`src/rtl/timer3_params.svh`:
```
`ifndef TIMER3_PARAMS_SVH
`define TIMER3_PARAMS_SVH

// ----------------------------------------------------------------------
// Register byte addresses (one aligned word each, data in bits 7:0)
// ----------------------------------------------------------------------
`define OFS_PERIOD_LO 8'h00
`define OFS_PERIOD_HI 8'h04
`define OFS_COUNT_LO 8'h08
`define OFS_COUNT_HI 8'h0c
`define OFS_CAP2_LO 8'h10
`define OFS_CAP2_HI 8'h14
`define OFS_CTRL 8'h18
`define OFS_IRQ_EN 8'h1c
`define OFS_IRQ_REQ 8'h20
`define OFS_IRQ_CTRL 8'h24
`define OFS_PORT 8'h28

// ----------------------------------------------------------------------
// Field positions
// ----------------------------------------------------------------------
`define CTRL_SELECT_BIT 0
`define CTRL_RUN_BIT 1
`define CTRL_EDGE_LO_BIT 2
`define CTRL_EDGE_HI_BIT 3
`define CTRL_OVF_BIT 4
`define IE_MATCH_BIT 6
`define IE_CAP2_BIT 3
`define IR_CAP1_BIT 2
`define INTC_PERIPHERAL_IRQ_ENABLE_BIT 0
`define INTC_GLOBAL_IRQ_DISABLE_BIT 1
`define INTC_SUMMARY_BIT 2
`define PORT_LEVEL_BIT 0
`define PORT_DIR_BIT 1

// ----------------------------------------------------------------------
// Reset values and counts
// ----------------------------------------------------------------------
`define CTRL_RESET 4'h0
`define IE_RESET 8'h00
`define GLOBAL_IRQ_DISABLE_RESET 1'b1
`define PERIOD_RESET 16'hffff
`define COUNT_RESET 16'h0000
`define PRESCALE_4_LAST 4'h3
`define PRESCALE_16_LAST 4'hf

`endif

```
`src/rtl/timer3_pkg.sv`:
```
package timer3_pkg;

  typedef enum logic [1:0] {
    edge_fall = 2'b00,
    edge_rise = 2'b01,
    edge_rise4 = 2'b10,
    edge_rise16 = 2'b11
  } edge_sel_type;

  typedef enum logic [2:0] {
    bus_idle = 3'b001,
    bus_write = 3'b010,
    bus_read = 3'b100
  } bus_state_type;

endpackage : timer3_pkg

```
`src/rtl/capture_edge_detect.sv`:
```
`timescale 1ns/100ps
`include "timer3_params.svh"

module capture_edge_detect (
  // Clock and reset
  input wire logic hclk,
  input wire logic hresetn,
  // Capture level and selection
  input wire logic cap_level,
  input wire timer3_pkg::edge_sel_type edge_sel,
  // Event out
  output logic capture_event
);
  import timer3_pkg::*;

  logic sync1_reg;
  logic sync2_reg;
  logic prev_reg;
  logic [3:0] prescale_reg;
  logic rise;
  logic fall;

  always_ff @(posedge hclk or negedge hresetn) begin
    if (!hresetn) begin
      sync1_reg <= 1'b0;
      sync2_reg <= 1'b0;
      prev_reg <= 1'b0;
    end else begin
      sync1_reg <= cap_level;
      sync2_reg <= sync1_reg;
      prev_reg <= sync2_reg;
    end
  end

  assign rise = sync2_reg & ~prev_reg;
  assign fall = ~sync2_reg & prev_reg;

  // The prescaler counts rising edges and ignores changes of selection.
  // selection keeps prescaler
  always_ff @(posedge hclk or negedge hresetn) begin
    if (!hresetn) begin
      prescale_reg <= 4'h0;
    end else if (rise) begin
      prescale_reg <= prescale_reg + 4'h1;
    end
  end

  always_comb begin
    case (edge_sel)
      edge_fall: capture_event = fall;
      edge_rise: capture_event = rise;
      edge_rise4: begin
        capture_event = rise & (prescale_reg[1:0] == 2'(`PRESCALE_4_LAST));
      end
      edge_rise16: capture_event = rise & (prescale_reg == `PRESCALE_16_LAST);
      default: capture_event = 1'b0;
    endcase
  end

endmodule : capture_edge_detect

```
`src/rtl/timer3_period_and_capture.sv`:
```
// Behaviour
// - Period mode: timer counts up to period value, then returns to zero.
// - Period mode is active whenever the mode select bit is clear.
// - Match and wrap sets the match flag; its enable gates the request.
// - First capture channel disabled; its flag never sets.
// - Second capture active on falling, rising, 4th or 16th rising edge.
// - A capture event copies the count into the capture pair unless the pair is still unread.
// - Each capture event sets the capture flag until software clears it.
// - Capture interrupt needs its enable, peripheral enable, no disable.
// - Changing edge selection leaves the prescaler alone.
// - Chip reset clears the capture prescaler.
// - Capture works in port use; output writes can trigger it.
// - Capture pin is synchronised before edge detection.
// - Event while capture unread sets the hidden master overflow.
// - Event while capture unread does not overwrite the capture value.
// - Reading both capture bytes moves master overflow to visible bit.
// - Match enable is bit 6 of the interrupt enable register.
// - Capture enable is bit 3 of the interrupt enable register.
// - Summary flag is OR of each request flag ANDed with its enable.
//
// Local design decisions: register access over AHB-Lite and the address map.
`timescale 1ns/100ps
`include "timer3_params.svh"

module timer3_period_and_capture (
  // Clock and reset
  input wire logic hclk,
  input wire logic hresetn,
  // AHB-Lite slave
  input wire logic hsel,
  input wire logic [31:0] haddr,
  input wire logic [1:0] htrans,
  input wire logic hwrite,
  input wire logic [2:0] hsize,
  input wire logic [31:0] hwdata,
  input wire logic hready,
  output logic hreadyout,
  output logic hresp,
  output logic [31:0] hrdata,
  // Shared capture pin
  input wire logic pin_in,
  output logic pin_out,
  output logic pin_oe,
  // Interrupt requests
  output logic third_timer_match_req,
  output logic second_capture_irq,
  output logic peripheral_irq_summary_flag
);
  import timer3_pkg::*;

  // --------------------------------------------------------------------
  // Declarations
  // --------------------------------------------------------------------
  bus_state_type bus_state_reg;
  logic [7:0] addr_reg;
  logic accept;
  logic wr_en;
  logic rd_en;
  logic [7:0] wbyte;
  logic [7:0] rdata_next;

  logic [15:0] period_reg;
  logic [15:0] count_reg;
  logic [15:0] cap_reg;
  logic capture_or_period_select;
  logic timer_run;
  logic second_capture_edge_sel_hi;
  logic second_capture_edge_sel_lo;
  logic second_capture_overflow;
  logic ovf_master_reg;
  logic unread_reg;
  logic rd_lo_reg;
  logic rd_hi_reg;
  logic [7:0] irq_en_reg;
  logic third_timer_match_flag;
  logic second_capture_flag;
  logic first_capture_flag;
  logic peripheral_irq_enable;
  logic global_irq_disable;
  logic port_out_reg;
  logic port_dir_reg;

  logic period_mode;
  logic count_write;
  logic match_hit;
  logic cap_level;
  logic capture_event;
  logic rd_cap_lo;
  logic rd_cap_hi;
  logic both_done;
  logic [7:0] irq_req_vec;
  logic summary;

  // Register decode used by every write path and the capture byte reads.
  function automatic logic hit(input logic [7:0] a, input logic [7:0] ofs);
    return a == ofs;
  endfunction : hit

  // --------------------------------------------------------------------
  // Bus slave
  // --------------------------------------------------------------------
  assign accept = hsel & hready & htrans[1];

  // Reads take one wait state so that a write just before is seen.
  always_ff @(posedge hclk or negedge hresetn) begin
    if (!hresetn) begin
      bus_state_reg <= bus_idle;
      addr_reg <= 8'h00;
    end else begin
      case (bus_state_reg)
        bus_idle, bus_write: begin
          if (accept) begin
            bus_state_reg <= hwrite ? bus_write : bus_read;
            addr_reg <= haddr[7:0];
          end else begin
            bus_state_reg <= bus_idle;
          end
        end
        bus_read: bus_state_reg <= bus_idle;
        default: bus_state_reg <= bus_idle;
      endcase
    end
  end

  assign hreadyout = (bus_state_reg != bus_read);
  assign hresp = 1'b0;
  assign wr_en = (bus_state_reg == bus_write);
  assign rd_en = (bus_state_reg == bus_read);
  assign wbyte = hwdata[7:0];

  always_ff @(posedge hclk or negedge hresetn) begin
    if (!hresetn) begin
      hrdata <= 32'h0000_0000;
    end else if (rd_en) begin
      hrdata <= {24'h00_0000, rdata_next};
    end
  end

  // --------------------------------------------------------------------
  // Control registers
  // --------------------------------------------------------------------
  // select clear is period mode
  assign period_mode = ~capture_or_period_select;

  always_ff @(posedge hclk or negedge hresetn) begin
    if (!hresetn) begin
      {second_capture_edge_sel_hi, second_capture_edge_sel_lo, timer_run,
       capture_or_period_select} <= `CTRL_RESET;
    end else if (wr_en && hit(addr_reg, `OFS_CTRL)) begin
      capture_or_period_select <= wbyte[`CTRL_SELECT_BIT];
      timer_run <= wbyte[`CTRL_RUN_BIT];
      second_capture_edge_sel_lo <= wbyte[`CTRL_EDGE_LO_BIT];
      second_capture_edge_sel_hi <= wbyte[`CTRL_EDGE_HI_BIT];
    end
  end

  always_ff @(posedge hclk or negedge hresetn) begin
    if (!hresetn) begin
      irq_en_reg <= `IE_RESET;
    end else if (wr_en && hit(addr_reg, `OFS_IRQ_EN)) begin
      irq_en_reg <= wbyte;
    end
  end

  always_ff @(posedge hclk or negedge hresetn) begin
    if (!hresetn) begin
      peripheral_irq_enable <= 1'b0;
      global_irq_disable <= `GLOBAL_IRQ_DISABLE_RESET;
    end else if (wr_en && hit(addr_reg, `OFS_IRQ_CTRL)) begin
      peripheral_irq_enable <= wbyte[`INTC_PERIPHERAL_IRQ_ENABLE_BIT];
      global_irq_disable <= wbyte[`INTC_GLOBAL_IRQ_DISABLE_BIT];
    end
  end

  always_ff @(posedge hclk or negedge hresetn) begin
    if (!hresetn) begin
      port_out_reg <= 1'b0;
      port_dir_reg <= 1'b0;
    end else if (wr_en && hit(addr_reg, `OFS_PORT)) begin
      port_out_reg <= wbyte[`PORT_LEVEL_BIT];
      port_dir_reg <= wbyte[`PORT_DIR_BIT];
    end
  end

  assign pin_out = port_out_reg;
  assign pin_oe = port_dir_reg;

  // --------------------------------------------------------------------
  // Period register and timer
  // --------------------------------------------------------------------
  // period bytes separately written
  always_ff @(posedge hclk or negedge hresetn) begin
    if (!hresetn) begin
      period_reg <= `PERIOD_RESET;
    end else if (wr_en && hit(addr_reg, `OFS_PERIOD_LO)) begin
      period_reg[7:0] <= wbyte;
    end else if (wr_en && hit(addr_reg, `OFS_PERIOD_HI)) begin
      period_reg[15:8] <= wbyte;
    end
  end

  assign count_write = wr_en &&
      (hit(addr_reg, `OFS_COUNT_LO) || hit(addr_reg, `OFS_COUNT_HI));
  assign match_hit = timer_run & period_mode & ~count_write &
      (count_reg == period_reg);

  always_ff @(posedge hclk or negedge hresetn) begin
    if (!hresetn) begin
      count_reg <= `COUNT_RESET;
    end else if (wr_en && hit(addr_reg, `OFS_COUNT_LO)) begin
      count_reg[7:0] <= wbyte;
    end else if (wr_en && hit(addr_reg, `OFS_COUNT_HI)) begin
      count_reg[15:8] <= wbyte;
    end else if (match_hit) begin
      count_reg <= `COUNT_RESET;
    end else if (timer_run) begin
      count_reg <= count_reg + 16'h0001;
    end
  end

  // --------------------------------------------------------------------
  // Capture path
  // --------------------------------------------------------------------
  // output latch loops back
  assign cap_level = port_dir_reg ? port_out_reg : pin_in;

  capture_edge_detect u_edge (
    .hclk(hclk),
    .hresetn(hresetn),
    .cap_level(cap_level),
    .edge_sel(edge_sel_type'({second_capture_edge_sel_hi,
                              second_capture_edge_sel_lo})),
    .capture_event(capture_event)
  );

  assign rd_cap_lo = rd_en && hit(addr_reg, `OFS_CAP2_LO);
  assign rd_cap_hi = rd_en && hit(addr_reg, `OFS_CAP2_HI);
  assign both_done = unread_reg & (rd_lo_reg | rd_cap_lo) &
      (rd_hi_reg | rd_cap_hi);

  always_ff @(posedge hclk or negedge hresetn) begin
    if (!hresetn) begin
      cap_reg <= 16'h0000;
    end else if (capture_event && !unread_reg) begin
      cap_reg <= count_reg;
    end else if (wr_en && hit(addr_reg, `OFS_CAP2_LO)) begin
      cap_reg[7:0] <= wbyte;
    end else if (wr_en && hit(addr_reg, `OFS_CAP2_HI)) begin
      cap_reg[15:8] <= wbyte;
    end
  end

  always_ff @(posedge hclk or negedge hresetn) begin
    if (!hresetn) begin
      unread_reg <= 1'b0;
    end else if (capture_event && !unread_reg) begin
      unread_reg <= 1'b1;
    end else if (both_done) begin
      unread_reg <= 1'b0;
    end
  end

  // Byte reads are tracked so that either order completes the pair.
  always_ff @(posedge hclk or negedge hresetn) begin
    if (!hresetn) begin
      rd_lo_reg <= 1'b0;
      rd_hi_reg <= 1'b0;
    end else if (both_done || !unread_reg) begin
      rd_lo_reg <= 1'b0;
      rd_hi_reg <= 1'b0;
    end else begin
      rd_lo_reg <= rd_lo_reg | rd_cap_lo;
      rd_hi_reg <= rd_hi_reg | rd_cap_hi;
    end
  end

  always_ff @(posedge hclk or negedge hresetn) begin
    if (!hresetn) begin
      ovf_master_reg <= 1'b0;
    end else if (capture_event && unread_reg) begin
      ovf_master_reg <= 1'b1;
    end else if (both_done) begin
      ovf_master_reg <= 1'b0;
    end
  end

  always_ff @(posedge hclk or negedge hresetn) begin
    if (!hresetn) begin
      second_capture_overflow <= 1'b0;
    end else if (both_done) begin
      second_capture_overflow <= ovf_master_reg;
    end
  end

  // --------------------------------------------------------------------
  // Request flags
  // --------------------------------------------------------------------
  // match sets flag
  always_ff @(posedge hclk or negedge hresetn) begin
    if (!hresetn) begin
      third_timer_match_flag <= 1'b0;
    end else if (match_hit) begin
      third_timer_match_flag <= 1'b1;
    end else if (wr_en && hit(addr_reg, `OFS_IRQ_REQ)) begin
      third_timer_match_flag <= wbyte[`IE_MATCH_BIT];
    end
  end

  always_ff @(posedge hclk or negedge hresetn) begin
    if (!hresetn) begin
      second_capture_flag <= 1'b0;
    end else if (capture_event) begin
      second_capture_flag <= 1'b1;
    end else if (wr_en && hit(addr_reg, `OFS_IRQ_REQ)) begin
      second_capture_flag <= wbyte[`IE_CAP2_BIT];
    end
  end

  assign first_capture_flag = 1'b0;

  always_comb begin
    irq_req_vec = 8'h00;
    irq_req_vec[`IE_MATCH_BIT] = third_timer_match_flag;
    irq_req_vec[`IE_CAP2_BIT] = second_capture_flag;
    irq_req_vec[`IR_CAP1_BIT] = first_capture_flag;
  end

  assign summary = |(irq_req_vec & irq_en_reg);

  always_ff @(posedge hclk or negedge hresetn) begin
    if (!hresetn) begin
      third_timer_match_req <= 1'b0;
      second_capture_irq <= 1'b0;
      peripheral_irq_summary_flag <= 1'b0;
    end else begin
      third_timer_match_req <= third_timer_match_flag &
          irq_en_reg[`IE_MATCH_BIT];
      second_capture_irq <= second_capture_flag & irq_en_reg[`IE_CAP2_BIT] &
          peripheral_irq_enable & ~global_irq_disable;
      peripheral_irq_summary_flag <= summary;
    end
  end

  // --------------------------------------------------------------------
  // Read mux
  // --------------------------------------------------------------------
  // byte-wide read access
  always_comb begin
    rdata_next = 8'h00;
    case (addr_reg)
      `OFS_PERIOD_LO: rdata_next = period_reg[7:0];
      `OFS_PERIOD_HI: rdata_next = period_reg[15:8];
      `OFS_COUNT_LO: rdata_next = count_reg[7:0];
      `OFS_COUNT_HI: rdata_next = count_reg[15:8];
      `OFS_CAP2_LO: rdata_next = cap_reg[7:0];
      `OFS_CAP2_HI: rdata_next = cap_reg[15:8];
      `OFS_CTRL: begin
        rdata_next[`CTRL_SELECT_BIT] = capture_or_period_select;
        rdata_next[`CTRL_RUN_BIT] = timer_run;
        rdata_next[`CTRL_EDGE_LO_BIT] = second_capture_edge_sel_lo;
        rdata_next[`CTRL_EDGE_HI_BIT] = second_capture_edge_sel_hi;
        rdata_next[`CTRL_OVF_BIT] = second_capture_overflow;
      end
      `OFS_IRQ_EN: rdata_next = irq_en_reg;
      `OFS_IRQ_REQ: rdata_next = irq_req_vec;
      `OFS_IRQ_CTRL: begin
        rdata_next[`INTC_PERIPHERAL_IRQ_ENABLE_BIT] = peripheral_irq_enable;
        rdata_next[`INTC_GLOBAL_IRQ_DISABLE_BIT] = global_irq_disable;
        rdata_next[`INTC_SUMMARY_BIT] = summary;
      end
      `OFS_PORT: begin
        rdata_next[`PORT_LEVEL_BIT] = cap_level;
        rdata_next[`PORT_DIR_BIT] = port_dir_reg;
      end
      default: rdata_next = 8'h00;
    endcase
  end

endmodule : timer3_period_and_capture

```
`config.mk`:
```
export PLATFORM = sky130hd
export DESIGN_NAME = timer3_period_and_capture
export DESIGN_NICKNAME = d
export VERILOG_FILES = /design/src/rtl/timer3_pkg.sv /design/src/rtl/capture_edge_detect.sv /design/src/rtl/timer3_period_and_capture.sv
export VERILOG_INCLUDE_DIRS = /design/src /design/src/rtl
export SDC_FILE = /design/constraint.sdc
export NUM_CORES = 1
export LEC_CHECK = 0
export ABC_CLOCK_PERIOD_IN_PS = 2000
export BUFFER_PORTS_ARGS = -buffer_cell sky130_fd_sc_hd__buf_2
export CORE_ASPECT_RATIO = 1.75
export CORE_MARGIN = 2
export CORE_UTILIZATION = 50
export CTS_CLUSTER_DIAMETER = 150
export DETAILED_ROUTE_END_ITERATION = 10
export PLACE_DENSITY = 0.79
export SYNTH_ARGS = -nofsm -noshare
export SYNTH_HDL_FRONTEND = slang
export SYNTH_HIERARCHICAL = 1
export SYNTH_SLANG_ARGS = --single-unit
```
`constraint.sdc`:
```
create_clock -name hclk -period 2 [get_ports hclk]
set_clock_uncertainty 0.15 [all_clocks]
set_input_delay 0.2 -clock hclk [delete_from_list [all_inputs] [get_ports hclk]]
set_output_delay 0.2 -clock hclk [all_outputs]
set_load 0.02 [all_outputs]
```
# After elaboration in Yosys (flattened, before gate mapping)
# Index checks and enable logic that the tools add are counted.
totals:
  ff_bits: 100
  in_bits: 75
  out_inout_bits: 39
  elab_cells: 144
classes:
  n_addsub: 2
  eq_ne: 22
  mux: 27
  n_bitwise: 25
  n_reduce_logical: 36
op_table:
  columns: ["operator", "n"]
  rows:
  - ["$mux 16", 3]
  - ["$mux 8", 6]
  - ["$eq 8x5->1 const B", 4]
  - ["$eq 8x6->1 const B", 3]
  - ["$pmux 3 s8", 1]
  - ["$pmux 2 s10", 1]
  - ["$pmux 2 s9", 1]
  - ["$add 16x1->16 const B", 1]
  - ["$eq 16x16->1", 1]
  - ["$eq 8x4->1 const B", 2]
  - ["$logic_and 1x1->1", 16]
  - ["$and 1x1->1", 15]
  - ["$reduce_bool 2->1", 6]
  - ["$mux 1", 10]
  - ["$reduce_and 2->1", 5]
  - ["$mux 3", 3]
  - ["$pmux 1 s9", 1]
  - ["$and 7x8->8", 1]
  - ["$eq 8x3->1 const B", 1]
  - ["$logic_not 8->1", 1]
  - ["$reduce_or 8->1", 1]
  - ["$not 1->1", 7]
  - ["$eq 2x2->1 const B", 3]
  - ["$reduce_bool 3->1", 2]
  - ["14 further kinds", 17]

# Logic depth before layout (Yosys ltp)
# Gate-level depths: netlist of the first run.
depth:
  ltp_word: 9
  ltp_mapped: 8

# By module
# Netlist of the first run, hierarchy kept.
modules_own_cells:
  columns: ["mod", "n_inst", "cells_each", "area_per_inst_um2", "seq_area_each_um2"]
  rows:
  - ["timer3_period_and_capture", 1, 507, 5326.4, 2349.8]
  - ["capture_edge_detect", 1, 20, 286.5, 175.2]

# Worst setup path before layout of the first run
# No wires, ideal clock.
synth_path:
  kind: "register to register"
  from: "register period_reg[9]"
  to: "register count_reg[6]"
  setup_time_ns: 0.126
  arrival_ns: 1.741
  required_ns: 1.724
  path_slack_ns: -0.017
  stages_incl_launch_ff: 8
  n_path_buf: 1
  cell_sequence: "dfstp_2 -> xnor2_1 -> nand4_1 -> a2111oi_4 -> a21o_4 -> buf_6 -> nor3_1 -> a221o_1"
synth_via:
  elab_chain_len: 5
  word_cells_on_any_way: 7
  classes_between: "eq/ne: 1; mux: 3; bitwise: 1; reduce/logical: 2"
synth_lines:
  columns: ["item", "line", "text"]
  rows:
  - ["start, declared", "timer3_period_and_capture.sv:62", "logic [15:0] period_reg;"]
  - ["start signal, assigned", "timer3_period_and_capture.sv:194", "period_reg <= `PERIOD_RESET;"]
  - ["start signal, assigned", "timer3_period_and_capture.sv:198", "period_reg[15:8] <= wbyte;"]
  - ["$eq 16x16->1 (*)", "timer3_period_and_capture.sv:205", "(count_reg == period_reg);"]
  - ["$and 1x1->1 (*)", "timer3_period_and_capture.sv:204", "assign match_hit = timer_run & period_mode & ~count_write &"]
  - ["$mux 16", "timer3_period_and_capture.sv:214", "end else if (match_hit) begin"]
  - ["$mux 8", "timer3_period_and_capture.sv:212", "end else if (wr_en && hit(addr_reg, `OFS_COUNT_HI)) begin"]
  - ["$mux 8", "timer3_period_and_capture.sv:210", "end else if (wr_en && hit(addr_reg, `OFS_COUNT_LO)) begin"]
  - ["end signal, assigned", "timer3_period_and_capture.sv:209", "count_reg <= `COUNT_RESET;"]
  - ["end signal, assigned", "timer3_period_and_capture.sv:211", "count_reg[7:0] <= wbyte;"]
  - ["end signal, assigned", "timer3_period_and_capture.sv:215", "count_reg <= `COUNT_RESET;"]
  - ["end, declared", "timer3_period_and_capture.sv:63", "logic [15:0] count_reg;"]
# Mark *: on every way between the ends. The rest lies on a longest branch, timed or not. The select of a mux whose other input is x is not followed.
# A chain may end at the register's enable or synchronous reset.

# Final worst setup path of the first run
layout_path:
  from: "register period_reg[5]"
  to: "register count_reg[2]"
# The elaborated chain is that of the path after synthesis.

==> flow_summary.ini, run 1 <==
[floorplan]
dieHeight_um = 144.2
num_rows = 51
start_util = 0.5084
io_pins = 114
fp.dieW_um = 84.09
die_area_mm2 = 0.01212
core_region_area_mm2 = 0.01104

[place]
place_area_mm2 = 0.006569
port_buffers = 36
place.gp.congestion = 0.9459
dp.cells = 770
dp_hpwl_um = 12500

[sta]
finalCriticalPeriod_ns = 2.201
rsz0062_at_grt = yes
final_hold_viol_count = 0
fmax_mhz = 454.3
finalCritPeriodShare = 1.101
slew_viol_final = 0
holdWs_ns = 0.06585
finalSetupViolCount = 18
layout_setup_ws_ns = -0.2014

[synth]
postSynthAreaPerCell_um2 = 10.65
yosysSeqAreaShare = 0.4498
synthFlopType = dfrtp_1
synth_largest_area_cell = dfrtp_1
synth_top_family_by_area = multiplexers
synth.ff_latch_count = 100
synthDominantCellAreaShare = 0.3656
synth_compound_area_frac = 0.1373
synth_area_mm2 = 0.005613
yosys.area_share.simple = 0.1502
synthXorXnorAreaFrac = 0.03121
synth_cells = 527
synthAdderAreaFrac = 0.004458
synthMuxAreaShare = 0.1578
yosysWarnings = 6
ys_async_sr_fraction = 1.000
synth_area_leaders = dfrtp_1, mux2_2, dfstp_2, mux2i_1, nand2_1
synth-edff-count = 0
yosysUniqueCellTypes = 73

[drt]
wl_um = 17450
vias = 4968
drc = 0
detail_route.vias_per_cell = 6.103
wl_per_cell_um = 21.43
antenna_left = 0
drtIter0Drc = 320
drtPass1Iterations = 5

[cts]
cts_buffers = 9
cts_buffer_depth = 2
clockRootBuffer = clkbuf_16
cts_tree = yes
cts_max_level = 3
insertion_delay_ns = 0.35
cts.sinks = 100
path_clk_slew_ns = 0.07

[cells_and_area]
finish.instance_area_mm2 = 0.007471
fillers = 778
final_nets = 754
drive_above_1_share = 0.4604
instances_no_fill = 814
area_growth_pct = 33.10
n_antenna_cell = 0
multiInputGateArea_mm2 = 0.003077
seqCellArea_mm2 = 0.002534

[min_path]
hold_end = count_reg[5]
whs_path_depth = 2
worstHoldStart = hwdata[5]
hp-class = in2reg

[worst_setup_path]
r2r-start = period_reg[5]
cp-start-kind = flop
r2r_end = count_reg[2]
cp_cell_sequence = xnor2_2 -> nand3_2 -> a2111oi_4 -> a21o_4 -> o21ai_1 -> a221o_1
regToRegSetupSlack_ns = -0.20
slowest_delay_ns = 0.56
critPathKind = reg2reg
critPathMaxFanout = 7
ff2ff_path_depth = 6
cp.required_ns = 2.08
crit_slowest_cell = dfstp_2
cp.arrival_ns = 2.28
cp-end-kind = flop

[global_route]
grt_usage = 0.2945
antenna_found_initial = 0
grt_pass1_wl_um = 27340
grt-ovfl-total = 0
grt_pass1_vias = 5219
grt_max_degree = 36

[pwr]
vdd.ir_drop.worst_v = 0.0007011
power.density_mw_per_mm2 = 856.4
p_leak_uw = 0.003406
total_power_uw = 6398

[run_status]
violations = negative setup slack
status = finished, violations left

[job]
drv_cap = 0
-- Yosys cell counts (all sizes together) (9+ instances only) --
cell type,n
a21oi,10
a22oi,9
and3,10
buf,46
clkbuf,13
dfrtp,82
dfstp,18
mux2,44
mux2i,30
nand2,55
nand3,16
nor2,20
nor3,10
o21ai,39
xnor2,17
-- layout by cell type, fill, tap and decap left out, types with 5 or more instances in the layout --
cell type | Yosys | layout
buf_4 | 26 | 112
dfrtp_1 | 82 | 75
nand2_1 | 53 | 50
mux2_2 | 44 | 42
buf_2 | 17 | 34
mux2i_1 | 30 | 30
conb_1 | 1 | 25
o21ai_0 | 35 | 21
dfstp_2 | 18 | 18
nor2_1 | 18 | 16
xnor2_1 | 17 | 13
o21ai_1 | 3 | 13
dlygate4sd3_1 | 0 | 11
buf_6 | 2 | 11
nand3_1 | 15 | 10
a21oi_1 | 10 | 10
a22oi_1 | 9 | 9
clkbuf_16 | 0 | 9
nand4_1 | 8 | 8
and3_1 | 10 | 7
dfrtp_2 | 0 | 7
inv_1 | 7 | 6
nand3_2 | 1 | 6
nand2_4 | 1 | 5
a22o_1 | 5 | 5
nor3_1 | 8 | 5
a221o_1 | 5 | 5
-- worst max-delay path, delay by kind of cell, from the launching register on --
| family | cells | cell delay (ns) |
|---|---|---|
| flops | 1 | 0.56 |
| simple gates | 1 | 0.15 |
| xor+xnor | 1 | 0.12 |
| compound gates | 4 | 1.10 |
-- timing repair --
item	4_1_cts	5_1_grt
endpoints found under the hold margin	69	0
setup endpoints to repair	36	62
pin swaps	11	15
gates resized for setup	55	40
cloned	1	0
hold buffers	11	0
setup buffers	9	10
-- cells by family (layout without fill, tap and decap cells) --
kind of cell | count (synthesis) | in the layout
muxes | 78 | 78
xor gates and xnor gates | 20 | 20
buffers and inverters | 66 | 196
AOI/OAI and AO/OA | 109 | 110
other | 1 | 25
adders and majority gates | 2 | 2
and+or+nand+nor | 151 | 151
DFF | 100 | 100
-- worst max path at each step --
| stage | startpoint | to | slack, ns | depth (start not counted) |
|---|---|---|---|---|
| 2_1_floorplan | count_reg[4] | count_reg[6] | 0.01 | 8 |
| 3_3_place_gp | period_reg[13] | count_reg[8] | -0.19 | 6 |
| 3_5_place_dp | period_reg[5] | count_reg[8] | -0.23 | 6 |
| 4_1_cts | period_reg[5] | count_reg[2] | -0.16 | 6 |
| 5_1_grt | period_reg[4] | count_reg[2] | -0.27 | 6 |
| 6_report | period_reg[5] | count_reg[2] | -0.20 | 6 |
-- cell type report --
cell class                      instances  share of cell area
Clock buffer                           12             0.03433
Clock inverter                          4            0.009714
Inverter                                7            0.003517
Multi-Input combinational cell        386              0.4118
Sequential cell                       100              0.3391
Tap cell                              132             0.02211
Timing Repair Buffer                  173              0.1794
-- stage by stage --
stage / setup TNS, ns / utilization / setup WS [ns]
finish: -1.960 / 0.6768 / -0.2014
global route: -3.357 / 0.6768 / -0.2728
CTS: -1.351 / 0.6600 / -0.1649
detailed placement: -3.229 / 0.5950 / -0.2252
global placement: -2.398 / 0.5950 / -0.1948
floorplan: 0 / - / 0.01127
-- metal layers --
layer | share of wire | GRT usage | routed length, um | up-vias
li1 | - | - | - | 2181
met1 | 0.34 | 0.3003 | 6001 | 2480
met2 | 0.53 | 0.5301 | 9228 | 220
met3 | 0.050 | 0.04053 | 870 | 87
met4 | 0.077 | 0.2377 | 1345 | 0
met5 | 0 | 0 | 0 | -
-- report_power, final --
group          switching, uW  internal (uW)
Sequential               300           2370
Combinational            941            860
Clock                    765           1160
Note: power is estimated with default switching activity, not from simulation.
==> run 2: changes to the inputs <==
--- a/config.mk
+++ b/config.mk
@@ -10,3 +10,2 @@
 export BUFFER_PORTS_ARGS = -buffer_cell sky130_fd_sc_hd__buf_2
-export CORE_ASPECT_RATIO = 1.75
 export CORE_MARGIN = 2
--- a/constraint.sdc
+++ b/constraint.sdc
@@ -4,2 +4,2 @@
 set_output_delay 0.2 -clock hclk [all_outputs]
-set_load 0.02 [all_outputs]
+set_load 0.05 [all_outputs]
==> run 2 against run 1 <==
Against the previous run:
- die area down 0.28%
- fmax down 2.7%
- setup slack lost 0.060 ns
- via count rose by 0.72%
- largest power group unchanged
- the run still ends with negative setup slack left
- sequential share of layout area increased by 0.50 points
- critical path type unchanged
==> flow_summary.ini, run 2 (synthesized netlist as in run 1, its figures left out) <==
[cts]
cts_max_level = 3
cts_buffers = 9
path_clk_slew_ns = 0.10
cts.sinks = 100
insertion_delay_ns = 0.39
clockRootBuffer = clkbuf_8
cts_buffer_depth = 2
cts_tree = yes

[cells_and_area]
n_antenna_cell = 0
drive_above_1_share = 0.4413
mostFrequentLayoutCell = buf_4
fillers = 793
seqCellArea_mm2 = 0.002529
area_growth_pct = 30.92
multiInputGateArea_mm2 = 0.003080
final_util = 0.6749
final_nets = 754
layout_common_cells = buf_4, dfrtp_1, nand2_1, mux2_2, buf_2
instances_no_fill = 822
finish.instance_area_mm2 = 0.007348

[drt]
wl_um = 17270
drtIter0Drc = 693
vias = 5004
antenna_left = 0
drtPass1Iterations = 5
detail_route.vias_per_cell = 6.088
wl_per_cell_um = 21.01
drc = 0

[floorplan]
num_rows = 38
fp.dieW_um = 110.0
io_pins = 114
start_util = 0.5155
die_area_mm2 = 0.01209
core_region_area_mm2 = 0.01089
dieHeight_um = 110.0

[worst_setup_path]
cp.arrival_ns = 2.39
cp.required_ns = 2.13
r2r-start = period_reg[5]
cp-end-kind = flop
r2r_end = count_reg[4]
critPathKind = reg2reg
regToRegSetupSlack_ns = -0.26
ff2ff_path_depth = 7
critPathMaxFanout = 7
cp-start-kind = flop

[run_status]
status = finished, violations left
violations = negative setup slack

[sta]
finalCriticalPeriod_ns = 2.261
final_hold_viol_count = 0
finalCritPeriodShare = 1.131
slew_viol_final = 0
rsz0062_at_grt = yes
finalSetupViolCount = 19
fmax_mhz = 442.2
layout_setup_ws_ns = -0.2613

[job]
drv_cap = 0

[pwr]
vdd.ir_drop.worst_v = 0.0005898
power.density_mw_per_mm2 = 808.7
total_power_uw = 5943
p_leak_uw = 0.003293

[min_path]
hold_end = count_reg[4]
hp-class = in2reg
whs_path_depth = 2
worstHoldStart = hwdata[4]

[place]
dp.cells = 776
place_area_mm2 = 0.006566
place.gp.congestion = 1.013
dp_hpwl_um = 12070
port_buffers = 36

[global_route]
grt_usage = 0.2933
grt_max_degree = 40
grt_pass1_vias = 4874
grt_pass1_wl_um = 26360
antenna_found_initial = 0
grt-ovfl-total = 0
## run 2: cell types whose count changed in the layout (fill, tap and decap cells not counted), moves of 3 or more
cell,change
clkbuf_8,+10
clkbuf_16,-9
dfrtp_1,+4
dfrtp_2,-4
nand2_4,-3
nand3_2,-3
nor2b_2,-3
## run 2: metal layers
layer  up-vias  global-route usage  part of all wire
li1       2180                   -                 -
met1      2467              0.3812              0.40
met2       297              0.4899              0.48
met3        60             0.05928             0.080
met4         0             0.09584             0.037
met5         -                   0                 0
## run 2: area by class of cell
| type | count | area share |
|---|---|---|
| Multi-Input combinational cell | 387 | 0.4192 |
| Sequential cell | 100 | 0.3441 |
| Timing Repair Buffer | 172 | 0.1834 |
| Tap cell | 140 | 0.02384 |
| Clock buffer | 14 | 0.02350 |
| Inverter | 7 | 0.003576 |
| Clock inverter | 2 | 0.002384 |
## run 2: report_power, final
part	internal, uW	total (uW)	switching [uW]
clock	561	1280	722
sequential	2360	2630	272
combinational	935	2030	1090
## run 2: what timing repair did
action	CTS	global route
resized for setup	32	53
endpoints found under the setup margin	43	70
gates cloned	1	1
pin swaps	16	24
hold buffers	12	0
buffers inserted	13	6
endpoints found under the hold margin	76	0
## run 2: metrics by stage
step	worst slack [ns]	setup TNS [ns]	hold WS, ns
floorplan	0.01127	0	-0.2456
detailed placement	-0.3405	-7.939	0.01110
CTS	-0.2187	-3.020	0.01325
global placement	-0.2097	-4.497	-0.002069
global route	-0.2903	-4.464	0.03655
finish	-0.2613	-3.490	0.02462
## run 2: worst max-delay path: stages, from the launching register on
cell and delay [ns]:
dfstp_2 0.57, xnor2_2 0.13, nand3_2 0.15, a2111oi_4 0.47, buf_4 0.20, a21o_4 0.16
nor3b_1 0.06, a221o_1 0.25
## run 2: worst max-delay path by stage
stage                     to              startpoint  depth (start not counted)  slack, ns
5_1_grt        count_reg[10]           period_reg[5]                          8      -0.29
3_5_place_dp      cap_reg[2]  u_edge/prescale_reg[1]                          6      -0.34
2_1_floorplan   count_reg[6]            count_reg[4]                          8       0.01
6_report        count_reg[4]           period_reg[5]                          7      -0.26
4_1_cts         count_reg[8]           period_reg[2]                          7      -0.22
3_3_place_gp    count_reg[5]           period_reg[5]                          6      -0.21
==> run 3: changes to the inputs <==
Settings changed: SYNTH_HIERARCHICAL 1 to unset.
==> run 3 against run 2 <==
Against the previous run:
- the flow still finishes with violations (negative setup slack)
- register-to-register slack hardly changed
- largest power group unchanged
- sequential cell count stayed put
- non-clock buffer count fell by 24
- largest cell class unchanged
- fmax about the same
- global-route usage shrank 2.2 points
- count of clock-buffer cells in the layout down 2
- critical path type unchanged
- die area shrank 0.71%
- highest routed layer unchanged
- final cell count fell by 1.7%
- first-iteration DRC count shrank 27%
- core utilization down 0.93 points
- synthesized cell count grew 2.1%
==> flow_summary.ini, run 3 <==
[synth]
yosysUniqueCellTypes = 70
synthFlopType = dfrtp_1
synth_cells = 538
ys_async_sr_fraction = 1.000
synth_area_leaders = dfrtp_1, mux2_2, dfstp_2, mux2i_1, buf_4
synthDominantCellAreaShare = 0.3683
yosysSeqAreaShare = 0.4532
synth_most_common_cell = dfrtp_1
synth_commonest_cells = dfrtp_1, mux2_2, nand2_1, nor2_1, a21oi_1
synth-edff-count = 0
postSynthAreaPerCell_um2 = 10.36
synth.ff_latch_count = 100
synth_area_mm2 = 0.005572
synth_largest_area_cell = dfrtp_1
yosysWarnings = 0

[sta]
holdWs_ns = 0.02277
fmax_mhz = 442.1
rsz0062_at_grt = yes
layout_setup_ws_ns = -0.2619
finalCriticalPeriod_ns = 2.262
tns_ns = -2.527
final_hold_viol_count = 0
finalCritPeriodShare = 1.131
finalSetupViolCount = 18
slew_viol_final = 0

[drt]
wl_um = 16440
vias = 4974
antenna_left = 0
wl_per_cell_um = 20.34
drc = 0
drtPass1Iterations = 5
detail_route.vias_per_cell = 6.156
drtIter0Drc = 507

[global_route]
grt_max_degree = 43
grt_usage = 0.2712
grt-ovfl-total = 0
antenna_found_initial = 0
grt_pass1_wl_um = 24520
grt_pass1_vias = 4639

[cells_and_area]
layout_common_cells = buf_4, dfrtp_1, mux2_2, buf_2, nand2_1
final_nets = 740
drive_above_1_share = 0.4341
n_antenna_cell = 0
mostFrequentLayoutCell = buf_4
instances_no_fill = 808
area_growth_pct = 29.51
fillers = 741

[floorplan]
start_util = 0.5140
core_region_area_mm2 = 0.01084
die_area_mm2 = 0.01200
dieHeight_um = 109.6
num_rows = 38
fp.dieW_um = 109.6
io_pins = 114

[worst_setup_path]
regToRegSetupSlack_ns = -0.26
cp.arrival_ns = 2.39
cp-end-kind = flop
ff2ff_path_depth = 7
cp-start-kind = flop
r2r_end = count_reg[6]
critPathMaxFanout = 5
slowest_delay_ns = 0.60
r2r-start = period_reg[7]
crit_slowest_cell = dfstp_2
critPathKind = reg2reg
cp_cell_sequence = xor2_4 -> nor4_4 -> nand4_1 -> o21ai_2 -> buf_6 -> a21oi_2 -> a221o_1
cp.required_ns = 2.13

[place]
dp.cells = 769
place.gp.congestion = 0.9443
pre_cts_ws_ns = -0.3203
dp_hpwl_um = 11060
port_buffers = 36

[run_status]
violations = negative setup slack
status = finished, violations left

[min_path]
worstHoldStart = hwdata[0]
hold_end = count_reg[8]
hp-class = in2reg
whs_path_depth = 3

[pwr]
power.density_mw_per_mm2 = 798.9
p_leak_uw = 0.003183
vdd.ir_drop.worst_v = 0.0006141

[cts]
cts_max_level = 3
cts_buffer_depth = 2
path_clk_slew_ns = 0.10
cts_tree = yes
cts_buffers = 9
insertion_delay_ns = 0.38
cts.sinks = 100
clockRootBuffer = clkbuf_8

[job]
drv_cap = 0
==> run 3: what timing repair did <==
item,CTS,global route
pin swaps,11,46
buffers inserted,2,11
hold endpoints to repair,43,0
hold buffers,11,0
gates resized for setup,21,78
endpoints found under the setup margin,29,62
==> run 3: worst max-delay path by stage <==
stage                     slack (ns)  cells past startpoint          start           end
after floorplan                -0.04                      8   count_reg[2]  count_reg[6]
after global placement         -0.18                      7  period_reg[2]  count_reg[6]
after detailed placement       -0.32                      7  period_reg[2]  count_reg[7]
after CTS                      -0.17                      7  period_reg[0]  count_reg[7]
after global routing           -0.36                      7  period_reg[1]  count_reg[6]
final                          -0.26                      7  period_reg[7]  count_reg[6]
==> run 3: cell type report <==
cell class | instances | area [um2] | area share
clock inverter | 4 | 55.05 | 0.007630
clock buffer | 12 | 155.1 | 0.02150
sequential | 100 | 2530 | 0.3506
multi-input combinational | 393 | 3090 | 0.4283
timing repair buffer | 148 | 1169 | 0.1620
inverter | 11 | 41.29 | 0.005722
tap | 140 | 175.2 | 0.02428
==> run 3: cell families (layout without fill, tap and decap cells) <==
group                    after synthesis  in the layout  share of synthesized area
adder cells (fa/ha/maj)                2              2                   0.004491
XOR/XNOR                              20             20                    0.03144
flip-flops                           100            100                     0.4532
other                                  1             25                  0.0006731
AND/OR/NAND/NOR                      162            162                     0.1527
AO/OA/AOI/OAI                        108            108                     0.1246
buffers and inverters                 69            175                    0.07231
multiplexers                          76             76                     0.1606
==> run 3: per-stage QoR <==
step | total power, uW | utilization | area, um2
floorplan | 3594 | - | 5678
global placement | 4044 | 0.5900 | 6396
detailed placement | 4124 | 0.5900 | 6396
CTS | 5563 | 0.6309 | 6839
global route | 5990 | 0.6656 | 7216
finish | 5764 | 0.6656 | 7216
==> run 3: critical path: cells and delay by family (launching register included) <==
family | cells | cell delay, ns
AND/OR/NAND/NOR | 2 | 0.54
AO/OA/AOI/OAI | 3 | 0.60
XOR/XNOR | 1 | 0.10
buffers and inverters | 1 | 0.16
flip-flops | 1 | 0.60
==> run 3: per-layer routing <==
| layer | vias up | track usage | share of wire |
|---|---|---|---|
| met3 | 63 | 0.06995 | 0.091 |
| li1 | 2142 | - | - |
| met4 | 0 | 0.09494 | 0.039 |
| met1 | 2426 | 0.3549 | 0.39 |
| met5 | - | 0 | 0 |
| met2 | 343 | 0.4378 | 0.48 |
==> run 3: power breakdown <==
part / internal (uW) / total (uW) / switching [uW]
Combinational: 805 / 1800 / 990
Sequential: 2320 / 2590 / 261
Clock: 655 / 1380 / 728
Total: 3780 / 5760 / 1980
